File: src/azc_pkg.sv
package azc_pkg;
    // =========================================================
    // register map (byte addresses)
    localparam logic [7:0] STATUS_ADDR = 8'h0C;
    localparam logic [7:0] INT_EN_ADDR = 8'h10;
    localparam logic [7:0] INT_CLR_ADDR = 8'h14;
    localparam logic [7:0] INT_STAT_ADDR = 8'h18;
    // =========================================================
    // field positions in the status word
    localparam int RX_LEVEL_LSB = 24;
    localparam int RX_LEVEL_MSB = 27;
    localparam int LZC_BIT = 23;
    localparam int RZC_BIT = 22;
    // =========================================================
    // sizes and reset values
    localparam int SAMPLE_W = 16;
    localparam int LEVEL_W = 4;
    localparam logic [LEVEL_W-1:0] LEVEL_MAX = 4'h8;
    localparam logic [31:0] ZERO_WORD = 32'h0000_0000;
    // interrupt bit positions: 0 left crossing, 1 right crossing
    localparam int IRQ_L = 0;
    localparam int IRQ_R = 1;

    typedef struct packed {
        logic [7:0] addr;
        logic [31:0] wdata;
        logic wr;
        logic rd;
    } azc_bus_req_t;

    typedef struct packed {
        logic valid;
        logic [SAMPLE_W-1:0] data;
    } azc_sample_t;
endpackage

File: src/azc_zc_det.sv
`timescale 1ns/1ps
// =========================================================
// zero crossing detector for one channel
module azc_zc_det #(
    parameter int W = 16
) (
    input wire logic ref_clk, // clock
    input wire logic reset, // async reset, high
    input wire logic smp_valid, // new sample strobe
    input wire logic [W-1:0] smp_data, // sample word
    output logic zc_pulse // one-cycle crossing pulse
);
    logic sign_q, sign_d;
    logic cross_q, cross_d;

    // sign change against previous sample, or an all-zero sample
    always_comb
    begin
        sign_d = sign_q;
        cross_d = 1'b0;
        if (smp_valid)
        begin
            sign_d = smp_data[W-1];
            cross_d = (smp_data[W-1] != sign_q) || (smp_data == '0); // RULE2 RULE6
        end
    end

    always_ff @(posedge ref_clk or posedge reset)
    begin
        if (reset)
        begin
            sign_q <= 1'b0;
            cross_q <= 1'b0;
        end
        else
        begin
            sign_q <= sign_d;
            cross_q <= cross_d;
        end
    end

    assign zc_pulse = cross_q;
endmodule

File: src/azc_status.sv
`timescale 1ns/1ps
// Notes on behaviour
// RULE1: bits 27:24 report receive FIFO word count
// RULE2: left crossing: sign change or zero sample
// RULE3: left flag bit 23 sticky until write-1
// RULE4: right flag bit 22 set on crossing
// RULE5: right flag cleared by write-1 only
// RULE6: right channel uses same crossing test
module azc_status #(
    parameter int SAMPLE_W = azc_pkg::SAMPLE_W
) (
    input wire logic ref_clk, // 50 MHz clock
    input wire logic reset, // async reset, high
    input wire logic [7:0] addr, // register byte address
    input wire logic [31:0] wdata, // write data
    input wire logic wr, // write strobe
    input wire logic rd, // read strobe
    output logic [31:0] rdata, // read data, cycle after rd
    input wire logic [azc_pkg::LEVEL_W-1:0] rx_level, // receive FIFO count
    input wire logic left_valid, // left sample strobe
    input wire logic [SAMPLE_W-1:0] left_data, // left sample
    input wire logic right_valid, // right sample strobe
    input wire logic [SAMPLE_W-1:0] right_data, // right sample
    output logic irq // level interrupt
);
    // =========================================================
    // carriers
    azc_pkg::azc_bus_req_t req;
    azc_pkg::azc_sample_t left_s, right_s;
    logic lcross, rcross;
    assign req = '{addr: addr, wdata: wdata, wr: wr, rd: rd};
    assign left_s = '{valid: left_valid, data: left_data};
    assign right_s = '{valid: right_valid, data: right_data};

    // =========================================================
    // crossing detectors
    azc_zc_det #(.W(SAMPLE_W)) u_left ( // RULE2
        .ref_clk(ref_clk),
        .reset(reset),
        .smp_valid(left_s.valid),
        .smp_data(left_s.data),
        .zc_pulse(lcross)
    );
    azc_zc_det #(.W(SAMPLE_W)) u_right ( // RULE6
        .ref_clk(ref_clk),
        .reset(reset),
        .smp_valid(right_s.valid),
        .smp_data(right_s.data),
        .zc_pulse(rcross)
    );

    // =========================================================
    // flags and interrupt state
    logic lflag_q, lflag_d, rflag_q, rflag_d;
    logic [1:0] ist_q, ist_d, ien_q, ien_d;
    logic [31:0] rdata_q, rdata_d;
    logic st_wr, clr_wr;

    function automatic logic hit(input logic [7:0] a, input logic [7:0] r);
        return a == r;
    endfunction

    assign st_wr = req.wr && hit(req.addr, azc_pkg::STATUS_ADDR);
    assign clr_wr = req.wr && hit(req.addr, azc_pkg::INT_CLR_ADDR);

    // sticky flags: a set in the clearing cycle wins so no crossing is lost
    always_comb
    begin
        lflag_d = lflag_q;
        rflag_d = rflag_q;
        if (st_wr && req.wdata[azc_pkg::LZC_BIT])
            lflag_d = 1'b0; // RULE3
        if (st_wr && req.wdata[azc_pkg::RZC_BIT])
            rflag_d = 1'b0; // RULE5
        if (lcross)
            lflag_d = 1'b1; // RULE3
        if (rcross)
            rflag_d = 1'b1; // RULE4
        ien_d = ien_q;
        if (req.wr && hit(req.addr, azc_pkg::INT_EN_ADDR))
            ien_d = req.wdata[azc_pkg::IRQ_R:azc_pkg::IRQ_L];
        ist_d = ist_q & ~(clr_wr ? req.wdata[azc_pkg::IRQ_R:azc_pkg::IRQ_L] : 2'h0);
        ist_d[azc_pkg::IRQ_L] = ist_d[azc_pkg::IRQ_L] | lcross;
        ist_d[azc_pkg::IRQ_R] = ist_d[azc_pkg::IRQ_R] | rcross;
    end

    // read mux; unmapped and write-only addresses read as zero
    always_comb
    begin
        rdata_d = azc_pkg::ZERO_WORD;
        if (req.rd)
        begin
            case (req.addr)
                azc_pkg::STATUS_ADDR:
                begin
                    rdata_d[azc_pkg::RX_LEVEL_MSB:azc_pkg::RX_LEVEL_LSB] = rx_level; // RULE1
                    rdata_d[azc_pkg::LZC_BIT] = lflag_q; // RULE3
                    rdata_d[azc_pkg::RZC_BIT] = rflag_q; // RULE4
                end
                azc_pkg::INT_EN_ADDR: rdata_d[azc_pkg::IRQ_R:azc_pkg::IRQ_L] = ien_q;
                azc_pkg::INT_STAT_ADDR: rdata_d[azc_pkg::IRQ_R:azc_pkg::IRQ_L] = ist_q;
                default: rdata_d = azc_pkg::ZERO_WORD;
            endcase
        end
    end

    always_ff @(posedge ref_clk or posedge reset)
    begin
        if (reset)
        begin
            lflag_q <= 1'b0;
            rflag_q <= 1'b0;
            ist_q <= 2'h0;
            ien_q <= 2'h0;
            rdata_q <= azc_pkg::ZERO_WORD;
        end
        else
        begin
            lflag_q <= lflag_d;
            rflag_q <= rflag_d;
            ist_q <= ist_d;
            ien_q <= ien_d;
            rdata_q <= rdata_d;
        end
    end

    assign rdata = rdata_q;
    assign irq = |(ist_q & ien_q);

    // =========================================================
    // checks
    property p_level_read; // RULE1
        @(posedge ref_clk) disable iff (reset)
        (rd && addr == azc_pkg::STATUS_ADDR)
            |=> rdata[azc_pkg::RX_LEVEL_MSB:azc_pkg::RX_LEVEL_LSB] == $past(rx_level);
    endproperty
    a_level_read: assert property (p_level_read) else $error("level field wrong"); // RULE1

    property p_level_range; // RULE1
        @(posedge ref_clk) disable iff (reset)
        rd |=> rdata[azc_pkg::RX_LEVEL_MSB:azc_pkg::RX_LEVEL_LSB] <= azc_pkg::LEVEL_MAX
            || $past(rx_level) > azc_pkg::LEVEL_MAX;
    endproperty
    a_level_range: assert property (p_level_range) else $error("level out of range"); // RULE1

    property p_left_zero; // RULE2
        @(posedge ref_clk) disable iff (reset)
        (left_valid && left_data == '0) |=> ##1 lflag_q;
    endproperty
    a_left_zero: assert property (p_left_zero) else $error("left zero missed"); // RULE2

    property p_left_sign; // RULE2
        @(posedge ref_clk) disable iff (reset)
        (left_valid && left_data[SAMPLE_W-1] != u_left.sign_q) |=> lcross;
    endproperty
    a_left_sign: assert property (p_left_sign) else $error("left sign change missed"); // RULE2

    property p_left_hold; // RULE3
        @(posedge ref_clk) disable iff (reset)
        (lflag_q && !(st_wr && wdata[azc_pkg::LZC_BIT])) |=> lflag_q;
    endproperty
    a_left_hold: assert property (p_left_hold) else $error("left flag dropped"); // RULE3

    property p_right_set; // RULE4
        @(posedge ref_clk) disable iff (reset)
        rcross |=> rflag_q;
    endproperty
    a_right_set: assert property (p_right_set) else $error("right flag not set"); // RULE4

    property p_right_clr; // RULE5
        @(posedge ref_clk) disable iff (reset)
        (st_wr && wdata[azc_pkg::RZC_BIT] && !rcross) |=> !rflag_q;
    endproperty
    a_right_clr: assert property (p_right_clr) else $error("right flag not cleared"); // RULE5

    property p_right_keep; // RULE5
        @(posedge ref_clk) disable iff (reset)
        (rflag_q && !(st_wr && wdata[azc_pkg::RZC_BIT])) |=> rflag_q;
    endproperty
    a_right_keep: assert property (p_right_keep) else $error("right flag lost"); // RULE5

    property p_right_zero; // RULE6
        @(posedge ref_clk) disable iff (reset)
        (right_valid && right_data == '0) |=> ##1 rflag_q;
    endproperty
    a_right_zero: assert property (p_right_zero) else $error("right zero missed"); // RULE6

    // left flag: set by the detector, dropped only by a write of 1
    property p_left_set; // RULE3
        @(posedge ref_clk) disable iff (reset)
        lcross |=> lflag_q;
    endproperty
    a_left_set: assert property (p_left_set) else $error("left flag not set"); // RULE3

    property p_left_clr; // RULE3
        @(posedge ref_clk) disable iff (reset)
        (st_wr && wdata[azc_pkg::LZC_BIT] && !lcross) |=> !lflag_q;
    endproperty
    a_left_clr: assert property (p_left_clr) else $error("left flag not cleared"); // RULE3

    // a flag never rises without a crossing behind it
    property p_left_rest; // RULE3
        @(posedge ref_clk) disable iff (reset)
        (!lflag_q && !lcross) |=> !lflag_q;
    endproperty
    a_left_rest: assert property (p_left_rest) else $error("left flag set unprompted"); // RULE3

    property p_right_rest; // RULE4
        @(posedge ref_clk) disable iff (reset)
        (!rflag_q && !rcross) |=> !rflag_q;
    endproperty
    a_right_rest: assert property (p_right_rest) else $error("right flag set unprompted"); // RULE4

    property p_right_sign; // RULE6
        @(posedge ref_clk) disable iff (reset)
        (right_valid && right_data[SAMPLE_W-1] != u_right.sign_q) |=> rcross;
    endproperty
    a_right_sign: assert property (p_right_sign) else $error("right sign change missed"); // RULE6

    // the level field only shows up in the status word
    property p_level_other; // RULE1
        @(posedge ref_clk) disable iff (reset)
        (rd && addr != azc_pkg::STATUS_ADDR)
            |=> rdata[azc_pkg::RX_LEVEL_MSB:azc_pkg::RX_LEVEL_LSB] == '0;
    endproperty
    a_level_other: assert property (p_level_other) else $error("level leaked"); // RULE1
endmodule

File: config.mk
export PLATFORM = sky130hd
export DESIGN_NAME = azc_status
export DESIGN_NICKNAME = d
export VERILOG_FILES = /design/src/azc_pkg.sv /design/src/azc_zc_det.sv /design/src/azc_status.sv
export SDC_FILE = /design/constraint.sdc
export NUM_CORES = 1
export LEC_CHECK = 0
export BUFFER_PORTS_ARGS = -buffer_cell sky130_fd_sc_hd__buf_2
export CORE_MARGIN = 2
export CORE_UTILIZATION = 35
export CTS_BUF_LIST = sky130_fd_sc_hd__clkbuf_8 sky130_fd_sc_hd__clkbuf_16
export CTS_CLUSTER_SIZE = 16
export DETAILED_ROUTE_END_ITERATION = 6
export PLACE_DENSITY = 0.91
export SLEW_MARGIN = 20
export SYNTH_ARGS = -nofsm -noshare
export SYNTH_HDL_FRONTEND = slang
export SYNTH_SLANG_ARGS = --single-unit
File: constraint.sdc
create_clock -name ref_clk -period 2.5 [get_ports ref_clk]
set_clock_uncertainty 0.2 [all_clocks]
set_input_delay 0.625 -clock ref_clk [delete_from_list [all_inputs] [get_ports ref_clk]]
set_output_delay 0.625 -clock ref_clk [all_outputs]
set_load 0.02 [all_outputs]
After elaboration in Yosys (flattened, before gate mapping)
Index checks and enable logic that the tools add are counted.

cells by class
  reduce and logical (&&, ||, !) cells = 12
  eq/ne operators = 6
  bitwise operators = 5
  mux-type cells = 10

operators by type and width
  kind                number
  $logic_not 16->1    2
  $mux 28             1
  $eq 8x5->1 const B  3
  $eq 8x4->1 const B  1
  $mux 1              6
  $mux 6              1
  $logic_and 1x1->1   5
  $and 2x2->2         2
  $pmux 2 s2          1
  $reduce_bool 2->1   2
  $logic_or 1x1->1    2
  $mux 2              1
  $ne 1x1->1          2
  $not 2->2           1
  $or 1x1->1          2
  $reduce_or 2->1     1

storage, ports and cells
  logic and storage cells = 42
  flip-flop bits (word level) = 42
  output and inout port bits = 33

Logic depth before layout (Yosys ltp)
Gate-level depths: netlist of run 1.

  depth in word-level cells = 6
  depth in mapped cells = 3

Hierarchy
A second synthesis of run 1 with hierarchy kept.

second synthesis, totals
  cells, all modules = 95
  area, all modules = 1024.7 um^2

modules (own cells, without submodules)
  module      seq. area each (um^2)  cells an instance  instances  area each (um^2)
  azc_status  350.3                  73                 1          774.5
  azc_zc_det  50.0                   11                 2          125.1

Worst setup path after synthesis of run 1
No wires, ideal clock.

  path type = input port to flip-flop
  from = input port addr[5]
  to = register lflag_q
  stages on the path = 3
  required time = 2182 ps
  buffers on the path = 0
  setup time = 118 ps
  arrival = 1823 ps
  setup slack = 359 ps
  path through = or4_4 or4_1 a21o_1

between the ends
  cells in the longest elaborated chain, start to end = 4

RTL lines
  what                                line               source
  start, declared                     azc_status.sv:14   input wire logic [7:0] addr,
  $eq 8x4->1                          azc_status.sv:60   return a == r;
  $logic_and 1x1->1                   azc_status.sv:63   assign st_wr = req.wr && hit(req.addr, azc_pkg::STATUS_ADDR);
  $logic_and 1x1->1                   azc_status.sv:71   if (st_wr && req.wdata[azc_pkg::LZC_BIT])
  $reduce_bool 2->1 (no source line)  n/a
  end signal, assigned                azc_status.sv:119  lflag_q <= lflag_d;
  end, declared                       azc_status.sv:54   logic lflag_q, lflag_d, rflag_q, rflag_d;

Every way passes these cells.
A chain may end at the register's enable or synchronous reset.

Worst setup path in the final report of run 1
Same ends and word-level chain as after synthesis.

==> results.txt, run 1 <==
Outcome: complete, no violations
Slew headroom: 57.4%
Setup TNS: 0 ns
EDFF count, synth: 0
Row cnt: 19
Syn avg cell area: 10.7 um2
CP endpoint kind: flop
RSZ-0062 raised after global routing: no
PostCTS Resize Cnt: 0
Crit-path max FO: 4
Routability cong.: 0.826
Fillers: 248
Crit path required time: 2.44 ns
Aggregate global routing overflow: 0
Layout Utilization: 48.1%
Main flop type after synthesis: dfrtp_1
Routed wire length: 1980 um
Clock buffer depth: 2
Number of routed nets with antenna violations: 0
Yosys warns: 0
Setup WS post-layout: 0.406 ns
Initial antenna violation count: 0
CTS tree: yes
P per Cell Area: 498 nW/um2
Chip height: 57.1 um
Max H-tree Level: 1
Worst R2R Path Depth: 1
Total GRT Usage: 12.2%
Hold crit path type: input pin to async pin
Leading cell types in the layout, fill and taps excluded: 62 x buf_2, 24 x conb_1, 18 x dfrtp_1
Post-CTS Hold Buffers: 0
RR Endpoint: ien_q[1]$_DFFE_PP0P_
Hpwl dp: 1720 um
Worst reg-to-reg setup slack: 1.53 ns
Max Cap Viol: 0
Total Nets Final: 241
Pin count of the biggest net entering global routing: 19
Setup violators final: 0
First-pass GRT wire length: 3040 um
Via density: 4.50
Sequential-to-total area share from yosys stat: 45.7%
Crit path DAT: 2.04 ns
#FFs+latches synth: 18
Drt wl/cell: 10.4 um
Fmax: 0.478 GHz
Inserted Diodes: 0
Pre-CTS setup slack: 0.133 ns
Layout cells sized above 1: 45.6%
Core region area: 2710 um2
Leak: 0.000704 uW
Setup bufs post-CTS: 0
Die ar.: 3260 um2
Die W: 57.1 um
Asr flop ratio synth: 100%
I/O pins: 115
Worst-Skew Late Latency: 0.25 ns
I/O Buffers: 62
Residual DRC: 0
Slew Limit Fails: 0
CTS root buf: clkbuf_8
Post-synth top area cell: dfrtp_1
Vias in the first global route: 760
Critical Path Start Type: input pin
Worst R2R Start: ien_q[1]$_DFFE_PP0P_
DR vias: 851
Max VDD drop: 380 uV
Num CTS Buffers: 3
Multi-input gate area: 434 um2
Most common cell after layout, fill and taps aside: buf_2
Initial Utilization: 36.4%
Reg area: 450 um2
Area contributors post-synth: dfrtp_1 46%, buf_4 18%, nor4_1 5.7%
Fin crit share: 83.7%
P&R area growth vs syn: 32.2%
CTS sink count: 18
Pre-antenna DRT Iters: 4
Worst-Margin Slew: 0.638 ns
Mapped Cells: 92
Clock edge transition at the registers on the reported setup and hold paths: 0.07 ns
Final hold viol count: 0
Setup crit start: addr[5]
Synth Cell Area: 986 um2
Min Tclk post-route: 2.09 ns
Area share of the leading cell type in the synthesized netlist: 45.7%
1st-iter DRT viols: 14
CP Class: input pin to flop
Post-synthesis cell type count: 21
per-layer routing:
layer  share of wire, %  up-vias  global-route usage, %
li1                   -      412                      -
met1                 35      373                   12.6
met2                 50       64                   22.3
met3                 14        2                   3.63
met4                1.1        0                   5.98
met5                  0        -                      0
final cells by class:
type,instances,share of cell area (%)
clock buffers,4,4.22
multi-input cells,71,33.3
repair buffers,63,24.4
flip-flops and latches,18,34.5
inverters,2,0.576
well taps,31,2.98
flip-flops by register name, indices dropped and copies added (netlist names):
name              count
u_left.sign_q         1
u_right.zc_pulse      1
rdata                 8
rflag_q               1
u_left.zc_pulse       1
ien_q                 2
ist_q                 2
u_right.sign_q        1
lflag_q               1
worst max path at each step:
stage / endpoint / slack, ns
final: lflag_q$_DFFE_PP0P_ / 0.41
after detailed placement: lflag_q$_DFFE_PP0P_ / 0.13
after CTS: lflag_q$_DFFE_PP0P_ / 0.40
after floorplan: lflag_q$_DFFE_PP0P_ / 0.36
after global placement: lflag_q$_DFFE_PP0P_ / 0.17
after global routing: lflag_q$_DFFE_PP0P_ / 0.39
where the power goes:
group          switching, uW  internal (uW)
clock network           93.1            140
registers               5.29            300
logic                   64.8           45.9
total                    163            486
synthesized netlist by cell type (2+ instances only):
cell type	n
nand2_1	2
mux2i_1	2
nor4_1	9
xnor2_1	2
nor4b_1	2
dfrtp_1	18
nor2_1	2
and2_1	6
or4_1	3
nand4_1	4
mux2_2	4
a21boi_0	2
inv_1	2
buf_4	24
a21o_1	4
cells by family (layout without fill, tap and decap cells):
group / after synthesis / after routing / synth area share, %
xor+xnor: 2 / 2 / 1.78
mux: 6 / 6 / 6.60
other cells: 1 / 24 / 0.380
simple gates: 32 / 32 / 21.1
buf+inv: 26 / 69 / 19.0
flops: 18 / 18 / 45.7
compound gates: 7 / 7 / 5.46
worst max-delay path: stages:
cell	delay [ns]
buf_2	0.11
or4_4	0.54
or4_1	0.56
a21o_1	0.20
metrics by stage:
stage	instance area (um2)	hold slack [ns]	cells	total power, uW
floorplan	1070	0.230	115	397
global placement	1250	0.249	185	419
detailed placement	1250	0.247	185	421
CTS	1300	0.261	189	658
global route	1300	0.287	189	678
finish	1300	0.247	189	649
(Power assumes the default switching activity.)
==> run 2: changes to the inputs <==
ABC_AREA = 1   (was unset)
CORE_UTILIZATION = 32   (was 35)
PLACE_DENSITY = 0.83   (was 0.91)
clock period = 1.9 ns   (was 2.5 ns; I/O delays follow)
==> results.txt, run 2 <==
Setup bufs post-CTS: 0 (unchanged)
Complex-gate fraction of the synthesized area: 2.97% (-2.5 points)
Residual DRC: 0 (unchanged)
Die W: 63.6 um (+11%)
Crit path DAT: 1.05 ns (-0.99 ns)
Adder-cell share of the synthesized area: 0% (unchanged)
Leading registers by flop count: rdata (8), ien_q (2), ist_q (2)
CP cell instances: a22o_1 -> buf_2
CP Depth: 2 (-2)
P per Cell Area: 590 nW/um2 (+19%)
Worst path slowest cell: dfrtp_1
Initial antenna violation count: 0 (unchanged)
Final hold viol count: 0 (unchanged)
Yosys warns: 0 (unchanged)
Post-synth top area cell: dfrtp_1
Sequential-to-total area share from yosys stat: 39.6% (-6.1 points)
Post-CTS Hold Buffers: 0 (unchanged)
Hold crit path type: input pin to async pin
Hpwl dp: 1790 um (+4.0%)
I/O Buffers: 62 (unchanged)
1st-iter DRT viols: 15 (+1)
Worst-Margin Slew: 0.631 ns (-0.00701 ns)
Layout cells sized above 1: 37.2% (-8.4 points)
CP delay by family, top: flip-flops
CP Class: flop to primary output
Pre-antenna DRT Iters: 4 (unchanged)
Worst-Skew Late Latency: 0.25 ns (about the same)
Routability cong.: 0.739 (-11%)
Area share of the leading cell type in the synthesized netlist: 39.6% (-6.1 points)
Pin count of the biggest net entering global routing: 19 (unchanged)
Setup WS post-layout: 0.180 ns (-0.226 ns)
Crit-path max FO: 3 (-1)
Vias in the first global route: 940 (+24%)
Leak: 0.000860 uW (+22%)
Chip height: 63.6 um (+11%)
Routed wire length: 2020 um (+2.2%)
Total GRT Usage: 10.8% (-1.4 points)
Setup TNS: 0 ns (unchanged)
I/O pins: 115 (unchanged)
Fmax: 0.581 GHz
Max Cap Viol: 0 (unchanged)
Number of routed nets with antenna violations: 0 (unchanged)
Fin crit share: 90.5%
Setup violators final: 0 (unchanged)
DR vias: 1024 (+20%)
Pre-CTS setup slack: 0.414 ns (+0.281 ns)
Via density: 3.92 (-13%)
Asr flop ratio synth: 100% (unchanged)
Buf/Inv on CP: 1 (unchanged)
Drt wl/cell: 7.73 um (-26%)
GRT busiest layer: met2
CTS sink count: 18 (unchanged)
Syn avg cell area: 7.58 um2 (-29%)
Biggest register: rdata
Min Tclk post-route: 1.72 ns
Fillers: 349 (+41%)
Leading cell types in the layout, fill and taps excluded: 62 x buf_2, 31 x nand2_1, 24 x nor2_1, 24 x conb_1
#FFs+latches synth: 18 (unchanged)
Slew headroom: 57.9% (+0.47 points)
Max H-tree Level: 1 (unchanged)
Clock edge transition at the registers on the reported setup and hold paths: 0.06 ns (about the same)
EDFF count, synth: 0 (unchanged)
Aggregate global routing overflow: 0 (unchanged)
First-pass GRT wire length: 3570 um (+18%)
Met2 Use GR: 20.9% (-1.4 points)
Initial Utilization: 33.8% (-2.6 points)
CTS root buf: clkbuf_8
Post-synthesis mux area share: 1.98% (-4.6 points)
CP endpoint kind: primary output
Post-synthesis cell type count: 15 (-29%)
Critical Path Start Type: flop
Post-synth top cells: 31 x nand2_1, 24 x buf_4, 24 x nor2_1
Num CTS Buffers: 3 (unchanged)
Total power: 866 uW (+33%)
Clock buffer depth: 2 (unchanged)
CTS tree: yes
Worst R2R Path Depth: 1 (unchanged)
P&R area growth vs syn: 28.9%
Crit path required time: 1.22 ns (-1.22 ns)
Outcome: complete, no violations
Area contributors post-synth: dfrtp_1 40%, buf_4 16%, nand2_1 10%
Main flop type after synthesis: dfrtp_1
Core region area: 3360 um2 (+24%)
RSZ-0062 raised after global routing: no
Main combinational cell family by area after synthesis: simple AND/OR/NAND/NOR gates
Most common cell after layout, fill and taps aside: buf_2
Die ar.: 4050 um2 (+24%)
Mapped Cells: 150 (+63%)
PostCTS Resize Cnt: 0 (unchanged)
M3 GR Usage: 3.04% (-0.59 points)
Max VDD drop: 298 uV (-22%)
Row cnt: 21 (+2)
Max incr delay on CP: 0.40 ns (-0.16 ns)
Top-count cell post-synth: nand2_1
Inserted Diodes: 0 (unchanged)
GR Util met1: 11.1% (-1.6 points)
Synth Area in XOR/XNOR: 1.54% (-0.24 points)
Max FFs per register: 8 (unchanged)
Slew Limit Fails: 0 (unchanged)
Post-Synth Simple-Gate Area: 31.8% (+11 points)
Total Nets Final: 298 (+24%)
Synth Cell Area: 1140 um2 (+15%)
==> run 2: metal layers <==
layer / up-vias / part of all wire (%)
met5: - / 0
met4: 0 / 1.2
met3: 4 / 8.9
met2: 47 / 53
met1: 439 / 36
li1: 534 / -
==> run 2: per-stage QoR <==
step | hold slack (ns) | cell area (um2) | instances | util [%]
after CTS | 0.121 | 1470 | 261 | 43.6
after floorplan | 0.214 | 1220 | 173 | -
after detailed placement | 0.243 | 1410 | 257 | 42.0
after global placement | 0.238 | 1410 | 257 | 42.0
final | 0.0978 | 1470 | 261 | 43.6
after global routing | 0.159 | 1470 | 261 | 43.6
==> run 2: logic make-up after synthesis <==
kind of cell / count (synthesis)
compound gates: 5
xor+xnor: 2
buf+inv: 42
flops: 18
mux: 2
other cells: 1
simple gates: 80
==> run 2: worst paths after layout <==
| kind | startpoint | slack, ns | endpoint |
|---|---|---|---|
| max in group asynchronous | reset | 1.00 | rdata[27]$_DFF_PP0_ |
| worst max-delay path | ien_q[0]$_DFFE_PP0P_ | 0.18 | irq |
| min in group ref_clk | rx_level[2] | 0.24 | rdata[26]$_DFF_PP0_ |
| worst min register to register | u_right.zc_pulse$_DFF_PP0_ | 0.25 | rflag_q$_DFFE_PP0P_ |
| worst min-delay path | reset | 0.1 | ist_q[1]$_DFF_PP0_ |
| worst max register to register | u_left.sign_q$_DFFE_PP0P_ | 0.93 | u_left.sign_q$_DFFE_PP0P_ |
==> run 2: where the power goes <==
group	total, uW	switching, uW	internal (uW)
combinational	165	101	64.0
clock	300	116	184
sequential	400	5.91	394
==> run 2: cell type report <==
type	instances	area (um2)	area share [%]
Sequential cell	18	450	30.7
Tap cell	46	57.6	3.92
Clock buffer	4	55.1	3.75
Inverter	18	67.6	4.61
Timing Repair Buffer	62	310	21.2
Multi-Input combinational cell	113	526	35.8
